**config.mk**
```make
export PLATFORM = sky130hd
export DESIGN_NAME = rpms_ctrl
export DESIGN_NICKNAME = d
export VERILOG_FILES = /design/src/rtl/rpms_pkg.sv /design/src/rtl/rpms_ctrl.sv /design/src/rtl/rpms_sync.sv
export SDC_FILE = /design/constraint.sdc
export NUM_CORES = 1
export LEC_CHECK = 0
export BUFFER_PORTS_ARGS = -buffer_cell sky130_fd_sc_hd__buf_2
export CORE_MARGIN = 5
export CORE_UTILIZATION = 45
export CTS_CLUSTER_DIAMETER = 80
export DETAILED_ROUTE_END_ITERATION = 16
export PLACE_DENSITY = 0.77
export SLEW_MARGIN = 40
export SYNTH_ARGS = -nofsm -noshare
export SYNTH_HDL_FRONTEND = slang
export SYNTH_HIERARCHICAL = 1
export SYNTH_SLANG_ARGS = --single-unit
export TNS_END_PERCENT = 50
```
**constraint.sdc**
```tcl
create_clock -name clk -period 5.1 [get_ports clk]
set_input_delay 1.02 -clock clk [delete_from_list [all_inputs] [get_ports clk]]
set_output_delay 1.02 -clock clk [all_outputs]
set_load 0.005 [all_outputs]
```
**src/rtl/rpms_pkg.sv**
```systemverilog
/*
  shared constants and types for the reset, power-fault and program
  security controller.
  assumes a single 50 MHz system clock and a slow crystal input that is
  sampled, not used as a clock.
*/
package rpms_pkg;

  // crystal edges the reset timer must see after the pin is released
  localparam int RESET_XTAL_CYCLES = 4096;
  // width of the reset timer counter
  localparam int CNT_W = 16;
  // reset value of the reset timer counter
  localparam logic [CNT_W-1:0] CNT_RST = 16'h0000;
  // program address the core starts from after the timer expires
  localparam logic [15:0] BOOT_ADDR = 16'h0000;
  // number of pin inputs that pass the synchroniser
  localparam int PIN_W = 5;
  // synchroniser reset value: reset pin high, everything else low
  localparam logic [PIN_W-1:0] PIN_RST = 5'h10;

  // sequencer states
  typedef enum logic [2:0] {
    ST_HOLD    = 3'b000,  // reset pin high or fault reset
    ST_WAIT    = 3'b001,  // pin released, timer counting
    ST_PREBOOT = 3'b010,  // core runs preboot code
    ST_RUN     = 3'b011,  // primary boot and normal running
    ST_BROWN   = 3'b100,  // low supply run mode
    ST_SLEEP   = 3'b101   // only real-time clock alive
  } rpms_state_t;

  // pins from outside the clock domain
  typedef struct packed {
    logic resetPin;      // external reset, high = reset
    logic xtalClk;       // crystal oscillator level
    logic senseBelow;    // sense input below fault threshold level
    logic backupRun;     // backup supply can carry low supply run mode
    logic backupSleep;   // backup supply can carry sleep
  } rpms_pins_t;

  // outputs towards core, analog front end and clocking
  typedef struct packed {
    logic coreHalt;      // processor and digital logic stopped
    logic ioDefault;     // register space forced to defaults
    logic preboot;       // preboot interval in progress
    logic bootStart;     // one-cycle pulse: fetch from boot address
    logic mpuSlow;       // processor on crystal rate clock
    logic afeEnable;     // measurement front end powered
    logic rtcOnly;       // sleep: only real-time clock running
  } rpms_core_t;

  // emulator port request
  typedef struct packed {
    logic valid;         // operation requested
    logic globalErase;   // the operation is a global flash erase
  } rpms_emu_t;

  // full state of the controller
  typedef struct packed {
    rpms_state_t       state;
    logic [CNT_W-1:0]  cnt;
    logic              xtalPrev;
    logic              secured;
    logic              erasePend;
    logic              bootPulse;
  } rpms_regs_t;

  // reset value of the controller state
  localparam rpms_regs_t REGS_RST = '{
    state:     ST_HOLD,
    cnt:       CNT_RST,
    xtalPrev:  1'b0,
    secured:   1'b0,
    erasePend: 1'b0,
    bootPulse: 1'b0
  };

endpackage

```
**src/rtl/rpms_ctrl.sv**
```systemverilog
/*
  reset sequencer, power-fault mode selector and program security latch.
  assumes pins arrive asynchronously, firmware and flash strobes come
  from logic on clk, and the crystal is slow enough to be sampled.
*/
`timescale 1ns/1ps
`default_nettype none

module rpms_ctrl
#(
  // crystal edges of the reset timer; shorten for simulation
  parameter int RstXtalCycles = rpms_pkg::RESET_XTAL_CYCLES
)
(
  input  wire logic                clk,
  input  wire logic                rst_n,
  input  wire rpms_pkg::rpms_pins_t pins,
  input  wire logic                fwBrownout,
  input  wire logic                prebootDone,
  input  wire logic                secEnable,
  input  wire logic                eraseDone,
  input  wire rpms_pkg::rpms_emu_t  emuReq,
  output rpms_pkg::rpms_core_t     core,
  output logic [15:0]              bootAddr,
  output logic                     secured,
  output logic                     emuGrant,
  output logic                     emuBlock
);

  ////////////////////////////////////////////////////////////////////////
  // pin synchronisers

  logic [rpms_pkg::PIN_W-1:0] pinVec;    // synchronised pin levels
  rpms_pkg::rpms_pins_t       pinS;      // same, as a struct

  rpms_sync
  #(
    .W   (rpms_pkg::PIN_W),
    .RST (rpms_pkg::PIN_RST)
  )
  u_sync
  (
    .clk   (clk),
    .rst_n (rst_n),
    .din   (pins),
    .dout  (pinVec)
  );

  assign pinS = rpms_pkg::rpms_pins_t'(pinVec);

  ////////////////////////////////////////////////////////////////////////
  // helpers

  // pick the mode a power fault leads to
  function automatic rpms_pkg::rpms_state_t faultMode
  (
    input logic fw,
    input logic run,
    input logic slp
  );
    if (fw && run)
      faultMode = rpms_pkg::ST_BROWN;
    else if (fw && slp)
      faultMode = rpms_pkg::ST_SLEEP;
    else
      faultMode = rpms_pkg::ST_HOLD;
  endfunction

  // last value of the reset timer before expiry
  localparam logic [rpms_pkg::CNT_W-1:0] CNT_LAST =
    rpms_pkg::CNT_W'(RstXtalCycles - 1);

  rpms_pkg::rpms_regs_t q;       // current state
  rpms_pkg::rpms_regs_t d;       // next state
  logic                 xtalRise; // crystal rising edge seen this cycle

  assign xtalRise = pinS.xtalClk & ~q.xtalPrev;

  ////////////////////////////////////////////////////////////////////////
  // sequencer next state
  always_comb
  begin
    d           = q;
    d.bootPulse = 1'b0;
    d.xtalPrev  = pinS.xtalClk;
    case (q.state)
      rpms_pkg::ST_HOLD:
      begin
        // counter cleared so a new release counts from zero
        d.cnt = rpms_pkg::CNT_RST;
        // erase already done, this reset completes the unlock
        if (q.erasePend)
        begin
          d.secured   = 1'b0;
          d.erasePend = 1'b0;
        end
        // leave only with pin low and supply above threshold
        if (!pinS.resetPin && !pinS.senseBelow)
          d.state = rpms_pkg::ST_WAIT;
      end
      rpms_pkg::ST_WAIT:
      begin
        if (pinS.resetPin || pinS.senseBelow)
          d.state = rpms_pkg::ST_HOLD;
        else if (xtalRise)
        begin
          // count only crystal edges, not system clocks
          if (q.cnt == CNT_LAST)
          begin
            d.state     = rpms_pkg::ST_PREBOOT;
            d.bootPulse = 1'b1;
            d.cnt       = rpms_pkg::CNT_RST;
          end
          else
            d.cnt = q.cnt + 1'b1;
        end
      end
      rpms_pkg::ST_PREBOOT:
      begin
        // security latch opens only in this window
        if (secEnable)
          d.secured = 1'b1;
        if (pinS.resetPin)
          d.state = rpms_pkg::ST_HOLD;
        else if (pinS.senseBelow)
          d.state = faultMode(fwBrownout, pinS.backupRun,
                              pinS.backupSleep);
        else if (prebootDone)
          d.state = rpms_pkg::ST_RUN;
      end
      rpms_pkg::ST_RUN:
      begin
        if (pinS.resetPin)
          d.state = rpms_pkg::ST_HOLD;
        else if (pinS.senseBelow)
          d.state = faultMode(fwBrownout, pinS.backupRun,
                              pinS.backupSleep);
      end
      rpms_pkg::ST_BROWN:
      begin
        // supply back: resume; backup sags: fall to a lower mode
        if (pinS.resetPin)
          d.state = rpms_pkg::ST_HOLD;
        else if (!pinS.senseBelow)
          d.state = rpms_pkg::ST_RUN;
        else if (!pinS.backupRun)
          d.state = pinS.backupSleep ? rpms_pkg::ST_SLEEP
                                     : rpms_pkg::ST_HOLD;
      end
      rpms_pkg::ST_SLEEP:
      begin
        // the core has lost its context, so every exit reboots
        if (pinS.resetPin || !pinS.senseBelow || !pinS.backupSleep)
          d.state = rpms_pkg::ST_HOLD;
      end
      default:
      begin
        d.state = rpms_pkg::ST_HOLD;
      end
    endcase
    // set wins: an erase finishing in a clearing cycle is kept
    if (eraseDone)
      d.erasePend = 1'b1;
  end

  // state register; security restarts clear and is re-armed by preboot
  always_ff @(posedge clk or negedge rst_n)
  begin
    if (!rst_n)
      q <= rpms_pkg::REGS_RST;
    else
      q <= d;
  end

  ////////////////////////////////////////////////////////////////////////
  // outputs, decoded from the state register; the emulator gate also from the request

  // hold and timer phases share one decode; the core cannot tell them apart
  logic inReset;   // hold or timer phase
  assign inReset = (q.state == rpms_pkg::ST_HOLD) ||
                   (q.state == rpms_pkg::ST_WAIT);

  // halted in reset and in sleep; crystal and clock keep running
  assign core.coreHalt  = inReset ||
                          (q.state == rpms_pkg::ST_SLEEP);
  assign core.ioDefault = inReset;
  assign core.preboot   = (q.state == rpms_pkg::ST_PREBOOT);
  assign core.bootStart = q.bootPulse;
  assign core.mpuSlow   = (q.state == rpms_pkg::ST_BROWN);
  assign core.afeEnable = (q.state == rpms_pkg::ST_PREBOOT) ||
                          (q.state == rpms_pkg::ST_RUN);
  assign core.rtcOnly   = (q.state == rpms_pkg::ST_SLEEP);
  assign bootAddr       = rpms_pkg::BOOT_ADDR;
  assign secured        = q.secured;

  // emulator gate; combinational so a request is judged the same cycle
  // a request in the cycle the latch is set is judged on the old value,
  // so preboot code should set security before the port is opened
  assign emuGrant = emuReq.valid &&
                    (!q.secured || emuReq.globalErase);
  assign emuBlock = emuReq.valid && q.secured &&
                    !emuReq.globalErase;
endmodule

`default_nettype wire

```
**src/rtl/rpms_sync.sv**
```systemverilog
/*
  three-stage pin synchroniser with agreement filter.
  assumes the inputs are asynchronous levels; the output moves only when
  the second and third stages agree.
*/
`timescale 1ns/1ps
`default_nettype none

module rpms_sync
#(
  parameter int         W   = 1,
  parameter logic [W-1:0] RST = '0
)
(
  input  wire logic         clk,
  input  wire logic         rst_n,
  input  wire logic [W-1:0] din,
  output logic      [W-1:0] dout
);

  // all synchroniser stages
  typedef struct packed {
    logic [W-1:0] s1;   // first stage, read only by s2
    logic [W-1:0] s2;
    logic [W-1:0] s3;
    logic [W-1:0] o;    // filtered level
  } rpms_sync_regs_t;

  rpms_sync_regs_t q;
  rpms_sync_regs_t d;

  ////////////////////////////////////////////////////////////////////////
  // next stage values; a bit follows only when s2 and s3 agree
  always_comb
  begin
    d    = q;
    d.s1 = din;
    d.s2 = q.s1;
    d.s3 = q.s2;
    d.o  = (q.s2 & q.s3) | (q.o & (q.s2 | q.s3));
  end

  // registers, all stages start at the reset value
  always_ff @(posedge clk or negedge rst_n)
  begin
    if (!rst_n)
      q <= '{s1: RST, s2: RST, s3: RST, o: RST};
    else
      q <= d;
  end

  assign dout = q.o;

endmodule

`default_nettype wire

```
* Word level (Yosys, flattened, before mapping)
Cells that the tools add are included.
** Cells by class
- Equality and inequality tests :: 17
- Add/subtract/negate cells :: 1
- Mux-type cells :: 29
- Bitwise logic cells :: 6
- Reduce and logical (&&, ||, !) cells :: 25
** Operator list (count)
- $mux 3 :: 15
- $mux 16 :: 2
- $pmux 16 s2 :: 1
- $mux 19 :: 1
- $pmux 3 s6 :: 1
- $add 16x1->16 const B :: 1
- $eq 16x12->1 const B :: 1
- $and 5x5->5 :: 2
- $ne 2x2->1 const B :: 5
- $or 5x5->5 :: 2
- $logic_or 1x1->1 :: 7
- $mux 1 :: 7
- $reduce_and 7->1 :: 1
- $eq 3x2->1 const B :: 2
- $eq 3x3->1 const B :: 2
- $logic_and 1x1->1 :: 6
- $ne 3x3->1 const B :: 2
- $reduce_and 3->1 :: 2
- $reduce_bool 2->1 :: 3
- $logic_not 1->1 :: 5
- $ne 4x2->1 const B :: 1
- $ne 4x3->1 const B :: 1
- $eq 3x1->1 const B :: 1
- $logic_not 3->1 :: 1
- 6 further kinds :: 6
** Storage, ports and cells
- Register bits :: 43
- Output and inout port bits :: 26
- Word-level logic and storage cells :: 88

* Depth between registers and ports, before layout
Gate-level depths: netlist of the first run.
- Depth in word-level cells :: 6
- Depth in mapped cells :: 7

* Modules after synthesis
Netlist of the first run, hierarchy kept.
** By module, submodules not included
- rpms_ctrl :: area an instance 1646.6 µm², sequential area each 575.6 µm², cells each 183, instances 1
- rpms_sync :: area an instance 599.3 µm², sequential area each 505.5 µm², cells each 30, instances 1

* Worst setup path before layout of the first run
OpenSTA, ideal clock, no wires.
- Path kind :: input to output
- From :: in emuReq[0] (netlist bit)
- To :: out emuGrant
- Path slack :: 2.842 ns
- Stages :: 2
- Arrival time :: 1.238 ns
- Data required time :: 4.080 ns
- Buffers on the path :: 0
- Cells stage by stage :: inv_1 -> a21boi_0
** Between the ends
- Longest elaborated chain between the ends :: 2
** RTL lines
- from (decl) :: line rpms_ctrl.sv:22 : input wire rpms_pkg::rpms_emu_t emuReq,
- $logic_or 1x1->1 :: line rpms_ctrl.sv:200 : (!q.secured || emuReq.globalErase);
- $logic_and 1x1->1 :: line rpms_ctrl.sv:199 : assign emuGrant = emuReq.valid &&
- to (decl) :: line rpms_ctrl.sv:26 : output logic emuGrant,
Every way passes these cells.

==> key figures, run 1 <==
Clock tree
  • Root buf cell: clkbuf_8
  • CTS clock-pin slew for the worst setup and hold paths: 80 ps
  • Hold buffers post-CTS: 0
  • CTS Sinks: 43
  • Clock Path Buffers: 2
  • Clk Latency, worst-skew pair: 300 ps
  • CTS resizes: 0
  • CTS buffer count: 5
  • Postcts setup bufs: 0
  • CTS tree: yes
  • H-tree Lvls: 2

Run status
  • Status: finished clean

STA
  • Clk_skew: 9.891 ps
  • Final hold viol count: 0
  • Final setup violation count: 0
  • Max Transition Viols Final: 0
  • Max Clock Freq: 0.3931 GHz
  • Setup ws final: 2556 ps
  • Min Tclk post-route: 2544 ps
  • Setup_tns: 0 ps
  • Max_slew headroom: 65.93%
  • Fin crit share: 49.89%
  • Worst slew pin tran: 511.1 ps
  • Unrepaired setup endpoints after global routing: no

Pwr
  • Cell-internal power: 0.5283 mW
  • Clock network power share: 29.5%
  • Total power draw: 0.7723 mW
  • Pwr per Cell Area: 330.4 nW/um^2
  • Leak pwr: 1.018 nW
  • Seq pwr share: 51.2%
  • Worst VDD drop: 0.1468 mV
  • Comb power frac: 19.4%
  • Switching power: 0.2440 mW
  • Switching part of the total power: 31.59%

Floorplanning
  • Starting Density: 46.93%
  • Die height: 80.65 um
  • Ports: 39
  • Row count: 25
  • CORE AREA: 4786 um^2
  • DIE WIDTH: 80.65 um
  • Die area: 6504 um^2

Logic synthesis
  • Share of the synthesized area in the top cell type: 43.45%
  • Post-synthesis register bit count: 43
  • Synth top cells by count: 39 x dfrtp_1, 24 x buf_4, 22 x nand2_1
  • Post-Syn Area: 2246 um^2
  • Post-synth EDFFs: 0
  • Main flop type after synthesis: dfrtp_1
  • Avg Cell Area, Syn: 10.54 um^2
  • Yosys warnings: 6
  • Synth top area cells: dfrtp_1 43%, buf_4 8.0%, dfstp_2 4.7%
  • Area leader, netlist: dfrtp_1
  • Synth cell types: 50
  • Share of the yosys chip area belonging to registers: 48.13%
  • Most common cell in the netlist: dfrtp_1
  • Async SR Flop Fraction: 100.0%
  • Syn Inst Count: 213

Drt
  • Via density: 5.480
  • Drt pass-1 iters: 4
  • Final WL: 3985 um
  • DRT iter0 DRCs: 171
  • WL/cell: 13.55 um
  • Residual DRC: 0
  • Final antenna-violating net count: 0
  • Routed vias: 1611

Place
  • Placement-stage cell area: 2238 um^2
  • Dpl hpwl: 2842 um
  • GP Congestion: 0.8415
  • Port Buf Inserts: 22
  • Pre-CTS setup slack: 2670 ps

GRT
  • Initial antenna violation count: 0
  • Overall routing resource usage: 13.61%
  • Vias in the first global route: 1428
  • Largest net degree at the start of global routing: 44
  • First-pass GRT wire length: 6748 um
  • Final global-route overflow total: 0

Critical path
  • Worst Path Arrival: 1520 ps
  • Worst EP required: 4080 ps
  • Worst-path maximum fanout: 13
  • Worst setup SP type: flip-flop
  • Crit path capture type: output pin
  • WS Path Type: flip-flop to output pin

Layout
  • Final Cell Area: 2337 um^2
  • Antenna cells: 0
  • Post-Route Utilization: 48.84%
  • Share of cells above drive strength 1: 21.59%
  • Layout area overhead: 4.067%
  • Fillers: 453
  • Nets@finish: 240

Min path
  • Class of the most critical hold timing path: flip-flop to flip-flop

Run
  • Max-cap violations: 0
kinds of logic after synthesis:
group	share of synthesized area (%)
and+or+nand+nor	18.05
AOI/OAI and AO/OA	17.66
DFF	48.13
buffers and inverters	12.42
adders and majority gates	3.064
muxes	0.5014
other	0.1670
power by group through the flow:
stage	logic [mW]	clock network, mW	registers (mW)
floorplan	0.150	0	0.382
global placement	0.144	0	0.400
detailed placement	0.149	0	0.402
CTS	0.150	0.235	0.395
global route	0.172	0.248	0.399
finish	0.149	0.228	0.395
flip-flops by register name, summed over array words and instances (netlist names):
name and count:
q 21, u_sync/d 10, u_sync/q 5, core 1
secured 1, u_sync/dout 5
per-layer routing:
metal / up-vias / wire (um) / global-route usage [%]
met1: 766 / 1802 / 18.10
met2: 63 / 1795 / 20.20
met3: 8 / 292 / 3.812
li1: 774 / - / -
met5: - / 0 / 0
met4: 0 / 94 / 6.757
path summary, 6_finish.rpt:
kind	end	startpoint	slack, ps	cells after the start
hold reg to reg	u_sync/d[7]$_DFF_PN0_	u_sync/d[12]$_DFF_PN0_	350	0
hold / removal	u_sync/d[7]$_DFF_PN0_	u_sync/d[12]$_DFF_PN0_	350	0
max in group asynchronous	u_sync/d[9]$_DFF_PN1_	rst_n	4040	1
setup / recovery	core[4]	q[21]$_DFFE_PN0P_	2560	3
setup reg to reg	q[21]$_DFFE_PN0P_	q[4]$_DFFE_PN0P_	2770	6
min in group asynchronous	u_sync/d[12]$_DFF_PN0_	rst_n	690	1
area by class of cell:
| cell class | count | area [um^2] | area share [%] |
|---|---|---|---|
| inverter | 5 | 18.77 | 0.8030 |
| clock buffer | 6 | 82.58 | 3.533 |
| timing repair buffer | 22 | 112.6 | 4.818 |
| multi-input combinational | 149 | 942.2 | 40.31 |
| tap | 67 | 83.83 | 3.587 |
| sequential | 43 | 1081 | 46.25 |
| clock inverter | 2 | 16.27 | 0.6959 |
metrics by stage:
stage / hold slack, ps / cells
CTS: 354.1 / 294
global route: 358.4 / 294
global placement: 332.1 / 286
finish: 351.6 / 294
floorplan: 331.2 / 228
detailed placement: 334.7 / 286
placed cells by master (no fill, tap or decap), types with 5 or more instances in the layout:
master	instances
inv_1	5
a21oi_1	7
buf_2	21
maj3_2	5
a31oi_1	5
conb_1	16
nand3_1	9
nor2_1	9
clkbuf_8	6
o31ai_1	6
o21ai_0	16
nand2_1	22
dfrtp_1	39
worst max-delay path, cell delays in order, from the launching register on:
cell and delay [ps]:
dfrtp_1 570, nor2b_1 360, and2_1 180, buf_2 110
Power figures use the tool's default switching activity.
==> inputs of run 2 (changes only) <==
Settings changed: ABC_AREA set to 1.
Clock period 5.1 ns to 2.6 ns, I/O delays scaled along.
==> run 2 against run 1 <==
Net effect: clock skew fell by 3.5 ps; wire length rose by 6.7%; setup slack got worse by 1900 ps; worst hold slack got worse by 160 ps; synthesized area rose by 6.0%; clock power rose by 96%; clock-buffer cell count did not move; utilization rose by 0.53 points; critical endpoint unchanged; critical path type unchanged; critical path depth rose by 1; die area rose by 5.3%; power rose by 140%; synthesized cell count rose by 45%.
==> key figures, run 2 <==
Run status
  • Status: finished clean

Clock tree
  • Hold buffers post-CTS: 0 (unchanged)
  • CTS Sinks: 43 (unchanged)
  • Clock Path Buffers: 2 (unchanged)
  • Root buf cell: clkbuf_8
  • CTS resizes: 0 (unchanged)
  • Clk Latency, worst-skew pair: 300 ps (about the same)
  • CTS clock-pin slew for the worst setup and hold paths: 80 ps (about the same)
  • CTS tree: yes
  • H-tree Lvls: 2 (unchanged)
  • CTS buffer count: 5 (unchanged)
  • Postcts setup bufs: 0 (unchanged)

Drt
  • Drt pass-1 iters: 4 (unchanged)
  • Via density: 4.733 (-14%)
  • DRT iter0 DRCs: 106 (-38%)
  • Final WL: 4253 um (+6.7%)
  • Residual DRC: 0 (unchanged)
  • WL/cell: 10.71 um (-21%)
  • Routed vias: 1879 (+17%)
  • Final antenna-violating net count: 0 (unchanged)

Pwr
  • Pwr per Cell Area: 722.4 nW/um^2 (+120%)
  • Leak pwr: 1.297 nW (+27%)
  • Worst VDD drop: 0.2763 mV (+88%)

Run
  • Max-cap violations: 0 (unchanged)

GRT
  • Vias in the first global route: 1666 (+17%)
  • Overall routing resource usage: 13.93% (+0.32 points)
  • Final global-route overflow total: 0 (unchanged)
  • Initial antenna violation count: 0 (unchanged)
  • Largest net degree at the start of global routing: 44 (unchanged)
  • First-pass GRT wire length: 7320 um (+8.5%)

Layout
  • Layout area overhead: 6.568%
  • Nets@finish: 340 (+42%)
  • Most frequent cells in the layout: 76 x nand2_1, 46 x nor2_1, 39 x dfrtp_1, 37 x inv_1, 21 x buf_2
  • Max FFs per register: 21 (unchanged)
  • Commonest non-fill, non-tap cell in the layout: nand2_1
  • Largest Register: q
  • Fillers: 488 (+7.7%)
  • Share of cells above drive strength 1: 16.51% (-5.1 points)
  • Antenna cells: 0 (unchanged)
  • Multi-input logic area: 1003 um^2 (+6.5%)
  • Reg area: 1081 um^2 (unchanged)
  • Post-Route Utilization: 49.37% (+0.53 points)

Logic synthesis
  • Post-synth EDFFs: 0 (unchanged)
  • Post-synthesis register bit count: 43 (unchanged)
  • Main flop type after synthesis: dfrtp_1
  • Area leader, netlist: dfrtp_1
  • Share of the yosys chip area belonging to registers: 45.40% (-2.7 points)
  • Syn Inst Count: 308 (+45%)
  • Synth cell types: 30 (-40%)
  • Synth top cells by count: 76 x nand2_1, 46 x nor2_1, 39 x dfrtp_1
  • Share of the synthesized area in the top cell type: 40.99% (-2.5 points)
  • Most common cell in the netlist: nand2_1
  • Post-Syn Area: 2381 um^2 (+6.0%)
  • Synth top area cells: dfrtp_1 41%, nand2_1 12%, buf_4 7.9%
  • Async SR Flop Fraction: 100.0% (unchanged)
  • Yosys warnings: 6 (unchanged)
  • Avg Cell Area, Syn: 7.731 um^2 (-27%)

Floorplanning
  • CORE AREA: 5140 um^2 (+7.4%)
  • Row count: 26 (+4.0%)
  • DIE WIDTH: 82.74 um (+2.6%)
  • Starting Density: 46.32% (-0.60 points)
  • Die height: 82.74 um (+2.6%)
  • Ports: 39 (unchanged)
  • Die area: 6846 um^2 (+5.3%)

STA
  • Max_slew headroom: 64.59% (-1.3 points)
  • Max Transition Viols Final: 0 (unchanged)
  • Unrepaired setup endpoints after global routing: no
  • Setup_tns: 0 ps (unchanged)
  • Clk_skew: 6.376 ps (-3.516 ps)
  • Max Clock Freq: 0.5203 GHz
  • Fin crit share: 73.92%
  • Min Tclk post-route: 1922 ps
  • Worst slew pin tran: 531.1 ps (+19.99 ps)
  • Final setup violation count: 0 (unchanged)
  • Final hold viol count: 0 (unchanged)

Place
  • Dpl hpwl: 3184 um (+12%)
  • Port Buf Inserts: 22 (unchanged)
  • GP Congestion: 0.9062 (+7.7%)

Critical path
  • Crit path capture type: output pin
  • WS Path Type: flip-flop to output pin
  • Worst-path maximum fanout: 7 (-6)
  • Worst setup SP type: flip-flop
  • Worst EP required: 2080 ps (-2000 ps)
  • Worst Path Arrival: 1400 ps (-120 ps)

Min path
  • Class of the most critical hold timing path: input pin to asynchronous set/reset pin
## run 2: cell types whose count changed after synthesis, moves of 5 or more
cell and delta:
nor2_1 +37, inv_1 +32, o21ai_0 -10, maj3_2 -5, o31ai_1 -6, nand3_1 +9
nand2_1 +54, nand4_1 +9, a31oi_1 -5
## run 2: cells by family (layout without fill, tap and decap cells)
logic type               count (synthesis)  count (layout)  share of synthesized area [%]
AND/OR/NAND/NOR                        168             168                          31.48
buffers and inverters                   67              71                          14.82
flip-flops                              43              43                          45.40
AO/OA/AOI/OAI                           26              26                          6.884
XOR/XNOR                                 2               2                         0.7358
adder cells (fa/ha/maj)                  1               1                         0.5254
other                                    1              16                         0.1575
## run 2: stage by stage
step,hold slack (ps),worst slack (ps),std cells,cell area [um^2],power (mW)
floorplan,224.4,1165,323,2437,1.319
global route,241.2,585.6,397,2537,1.971
CTS,208.3,681.5,397,2537,1.854
finish,194.6,678.2,397,2537,1.833
global placement,331.8,937.7,389,2436,1.381
detailed placement,334.7,887.4,389,2439,1.398
## run 2: layout make-up
| type | instances | share of cell area (%) |
|---|---|---|
| Multi-Input combinational cell | 213 | 39.55 |
| Clock inverter | 2 | 0.6410 |
| Timing Repair Buffer | 22 | 4.438 |
| Inverter | 41 | 6.065 |
| Tap cell | 70 | 3.452 |
| Clock buffer | 6 | 3.254 |
| Sequential cell | 43 | 42.60 |
## run 2: power breakdown
| group | total, mW | internal (mW) | switching (mW) |
|---|---|---|---|
| Combinational | 0.587 | 0.182 | 0.405 |
| Clock | 0.448 | 0.217 | 0.232 |
| Sequential | 0.798 | 0.732 | 0.0656 |
## run 2: critical path: stages (launching register included)
cell and delay [ps]:
dfrtp_1 450, inv_2 170, nand2_1 130, nor2_1 200, buf_2 150
## run 2: worst paths after layout
check | slack (ps) | endpoint | from | cells past startpoint
hold reg to reg | 350 | u_sync/d[5]$_DFF_PN0_ | u_sync/d[10]$_DFF_PN0_ | 0
setup reg to reg | 870 | q[13]$_DFFE_PN0P_ | q[21]$_DFFE_PN0P_ | 6
hold / removal | 190 | u_sync/d[10]$_DFF_PN0_ | rst_n | 1
max in group asynchronous | 2040 | u_sync/d[14]$_DFF_PN1_ | rst_n | 1
setup / recovery | 680 | core[4] | q[22]$_DFFE_PN0P_ | 4
min in group clk | 310 | u_sync/d[14]$_DFF_PN1_ | pins[4] | 1
## run 2: layer usage
layer | global-route usage (%) | vias up | wire (um)
li1 | - | 961 | -
met1 | 17.51 | 837 | 1863
met5 | 0 | - | 0
met2 | 23.08 | 71 | 1963
met4 | 5.882 | 0 | 103
met3 | 3.037 | 10 | 323
==> inputs of run 3 (changes only) <==
Settings changed: PLACE_DENSITY 0.77 to 0.8.
Clock period 2.6 ns to 1.73 ns, I/O delays scaled along.
==> run 3 against run 2 <==
Net effect: wire length rose by 3.5%; flip-flop and latch count did not move; non-clock buffer count rose by 8; final cell count rose by 2.0%; sequential power rose by 50%; clock skew rose by 4.6 ps; setup slack got worse by 590 ps; critical endpoint is now core[2]; highest routed layer unchanged.
==> key figures, run 3 (synthesis gave the netlist of run 2 again) <==
Run status
  • Status: finished clean

Floorplanning
  • Row count: 26 (unchanged)
  • Die area: 6846 um^2 (unchanged)
  • Ports: 39 (unchanged)
  • Starting Density: 46.32% (unchanged)
  • CORE AREA: 5140 um^2 (unchanged)
  • DIE WIDTH: 82.74 um (unchanged)
  • Die height: 82.74 um (unchanged)

Layout
  • Final Cell Area: 2638 um^2 (+3.9%)
  • Largest Register: q
  • Final Non-Filler Cells: 405 (+2.0%)
  • Layout area overhead: 10.77%
  • Max FFs per register: 21 (unchanged)
  • Nets@finish: 348 (+2.4%)
  • Fillers: 482 (-1.2%)
  • Share of cells above drive strength 1: 19.40% (+2.9 points)
  • Antenna cells: 0 (unchanged)
  • Commonest non-fill, non-tap cell in the layout: nand2_1
  • Most frequent cells in the layout: 75 x nand2_1, 44 x nor2_1, 38 x dfrtp_1, 37 x inv_1, 22 x buf_2

Clock tree
  • H-tree Lvls: 2 (unchanged)
  • Root buf cell: clkbuf_8
  • CTS tree: yes
  • Clock Path Buffers: 2 (unchanged)
  • CTS clock-pin slew for the worst setup and hold paths: 90 ps (about the same)
  • CTS buffer count: 5 (unchanged)
  • CTS Sinks: 43 (unchanged)
  • Clk Latency, worst-skew pair: 290 ps (about the same)

Pwr
  • Worst VDD drop: 0.6431 mV (+130%)
  • Leak pwr: 1.346 nW (+3.8%)
  • Pwr per Cell Area: 1149 nW/um^2 (+59%)

Drt
  • Via density: 4.795 (+1.3%)
  • Final antenna-violating net count: 0 (unchanged)
  • Drt pass-1 iters: 4 (unchanged)
  • WL/cell: 10.87 um (+1.4%)
  • DRT iter0 DRCs: 234 (+120%)
  • Final WL: 4401 um (+3.5%)
  • Routed vias: 1942 (+3.4%)
  • Residual DRC: 0 (unchanged)

GRT
  • Largest net degree at the start of global routing: 28 (-36%)
  • Overall routing resource usage: 14.54% (+0.61 points)
  • Initial antenna violation count: 0 (unchanged)
  • First-pass GRT wire length: 7617 um (+4.1%)
  • Final global-route overflow total: 0 (unchanged)
  • Vias in the first global route: 1791 (+7.5%)

Critical path
  • Worst Path Arrival: 1300 ps (-100 ps)
  • Worst setup SP type: flip-flop
  • Worst EP required: 1380 ps (-700 ps)
  • Worst-path maximum fanout: 7 (unchanged)
  • Crit path capture type: output pin
  • WS Path Type: flip-flop to output pin

STA
  • Setup ws final: 87.78 ps (-590.4 ps)
  • Final setup violation count: 0 (unchanged)
  • Max Transition Viols Final: 0 (unchanged)
  • Fin Hold WS: 146.4 ps (-48.19 ps)
  • Min Tclk post-route: 1642 ps
  • Clk_skew: 11.01 ps (+4.629 ps)
  • Unrepaired setup endpoints after global routing: yes
  • Fin crit share: 94.93%
  • Max Clock Freq: 0.6089 GHz
  • Final hold viol count: 0 (unchanged)

Place
  • Port Buf Inserts: 22 (unchanged)
  • Pre-CTS setup slack: 130.8 ps (-756.6 ps)
  • Placement-stage cell area: 2479 um^2 (+1.6%)
  • GP Congestion: 0.8775 (-3.2%)
  • Dpl hpwl: 3288 um (+3.3%)
  • Dpl cells: 393 (+1.0%)

Run
  • Max-cap violations: 0 (unchanged)

Min path
  • Class of the most critical hold timing path: input pin to flip-flop
==> run 3: final timing paths <==
kind / from / endpoint / slack, ps / cells after the start
max: q[20]$_DFFE_PN0P_ / core[2] / 90 / 4
min in group asynchronous: rst_n / secured$_DFFE_PN0P_ / 510 / 2
max in group asynchronous: rst_n / u_sync/d[14]$_DFF_PN1_ / 650 / 3
max reg2reg: u_sync/dout[2]$_DFF_PN0_ / q[16]$_DFFE_PN0P_ / 140 / 8
min reg2reg: u_sync/d[10]$_DFF_PN0_ / u_sync/d[5]$_DFF_PN0_ / 350 / 0
min: pins[4] / u_sync/d[14]$_DFF_PN1_ / 150 / 1
==> run 3: per-layer routing <==
| layer | GRT usage [%] | wire (um) |
|---|---|---|
| met4 | 5.065 | 71 |
| met1 | 19.03 | 1988 |
| met5 | 0 | 0 |
| met2 | 23.08 | 2026 |
| met3 | 4.013 | 315 |
==> run 3: area by class of cell <==
type	instances	area (um^2)	share of cell area (%)
Multi-Input combinational cell	213	1011	38.33
Tap cell	70	87.58	3.321
Inverter	41	156.4	5.930
Timing Repair Buffer	30	185.2	7.021
Sequential cell	43	1082	41.03
Clock buffer	5	68.82	2.609
Clock inverter	3	46.29	1.755
==> run 3: where the power goes <==
part | internal, mW | switching [mW]
Clock | 0.435 | 0.355
Sequential | 1.10 | 0.102
Combinational | 0.378 | 0.660
==> run 3: metrics by stage <==
stage | total power [mW] | setup TNS [ps] | util (%)
after floorplan | 1.982 | 0 | -
after global placement | 2.142 | 0 | 48.22
after detailed placement | 2.155 | 0 | 48.22
after CTS | 2.963 | 0 | 50.66
after global routing | 3.246 | -24.59 | 51.31
final | 3.030 | 0 | 51.31
==> run 3: what timing repair did <==
| item | in CTS | in global routing |
|---|---|---|
| gates resized for setup | 0 | 5 |
| setup endpoints to repair | 0 | 9 |
| setup buffers | 0 | 3 |
| endpoints found under the hold margin | 13 | 0 |
| hold buffers | 1 | 0 |
==> run 3: worst max-delay path, stage by stage, from the launching register on <==
cell and delay [ps]:
dfrtp_1 480, inv_2 160, nand2_1 100, nor2_2 130, buf_2 130
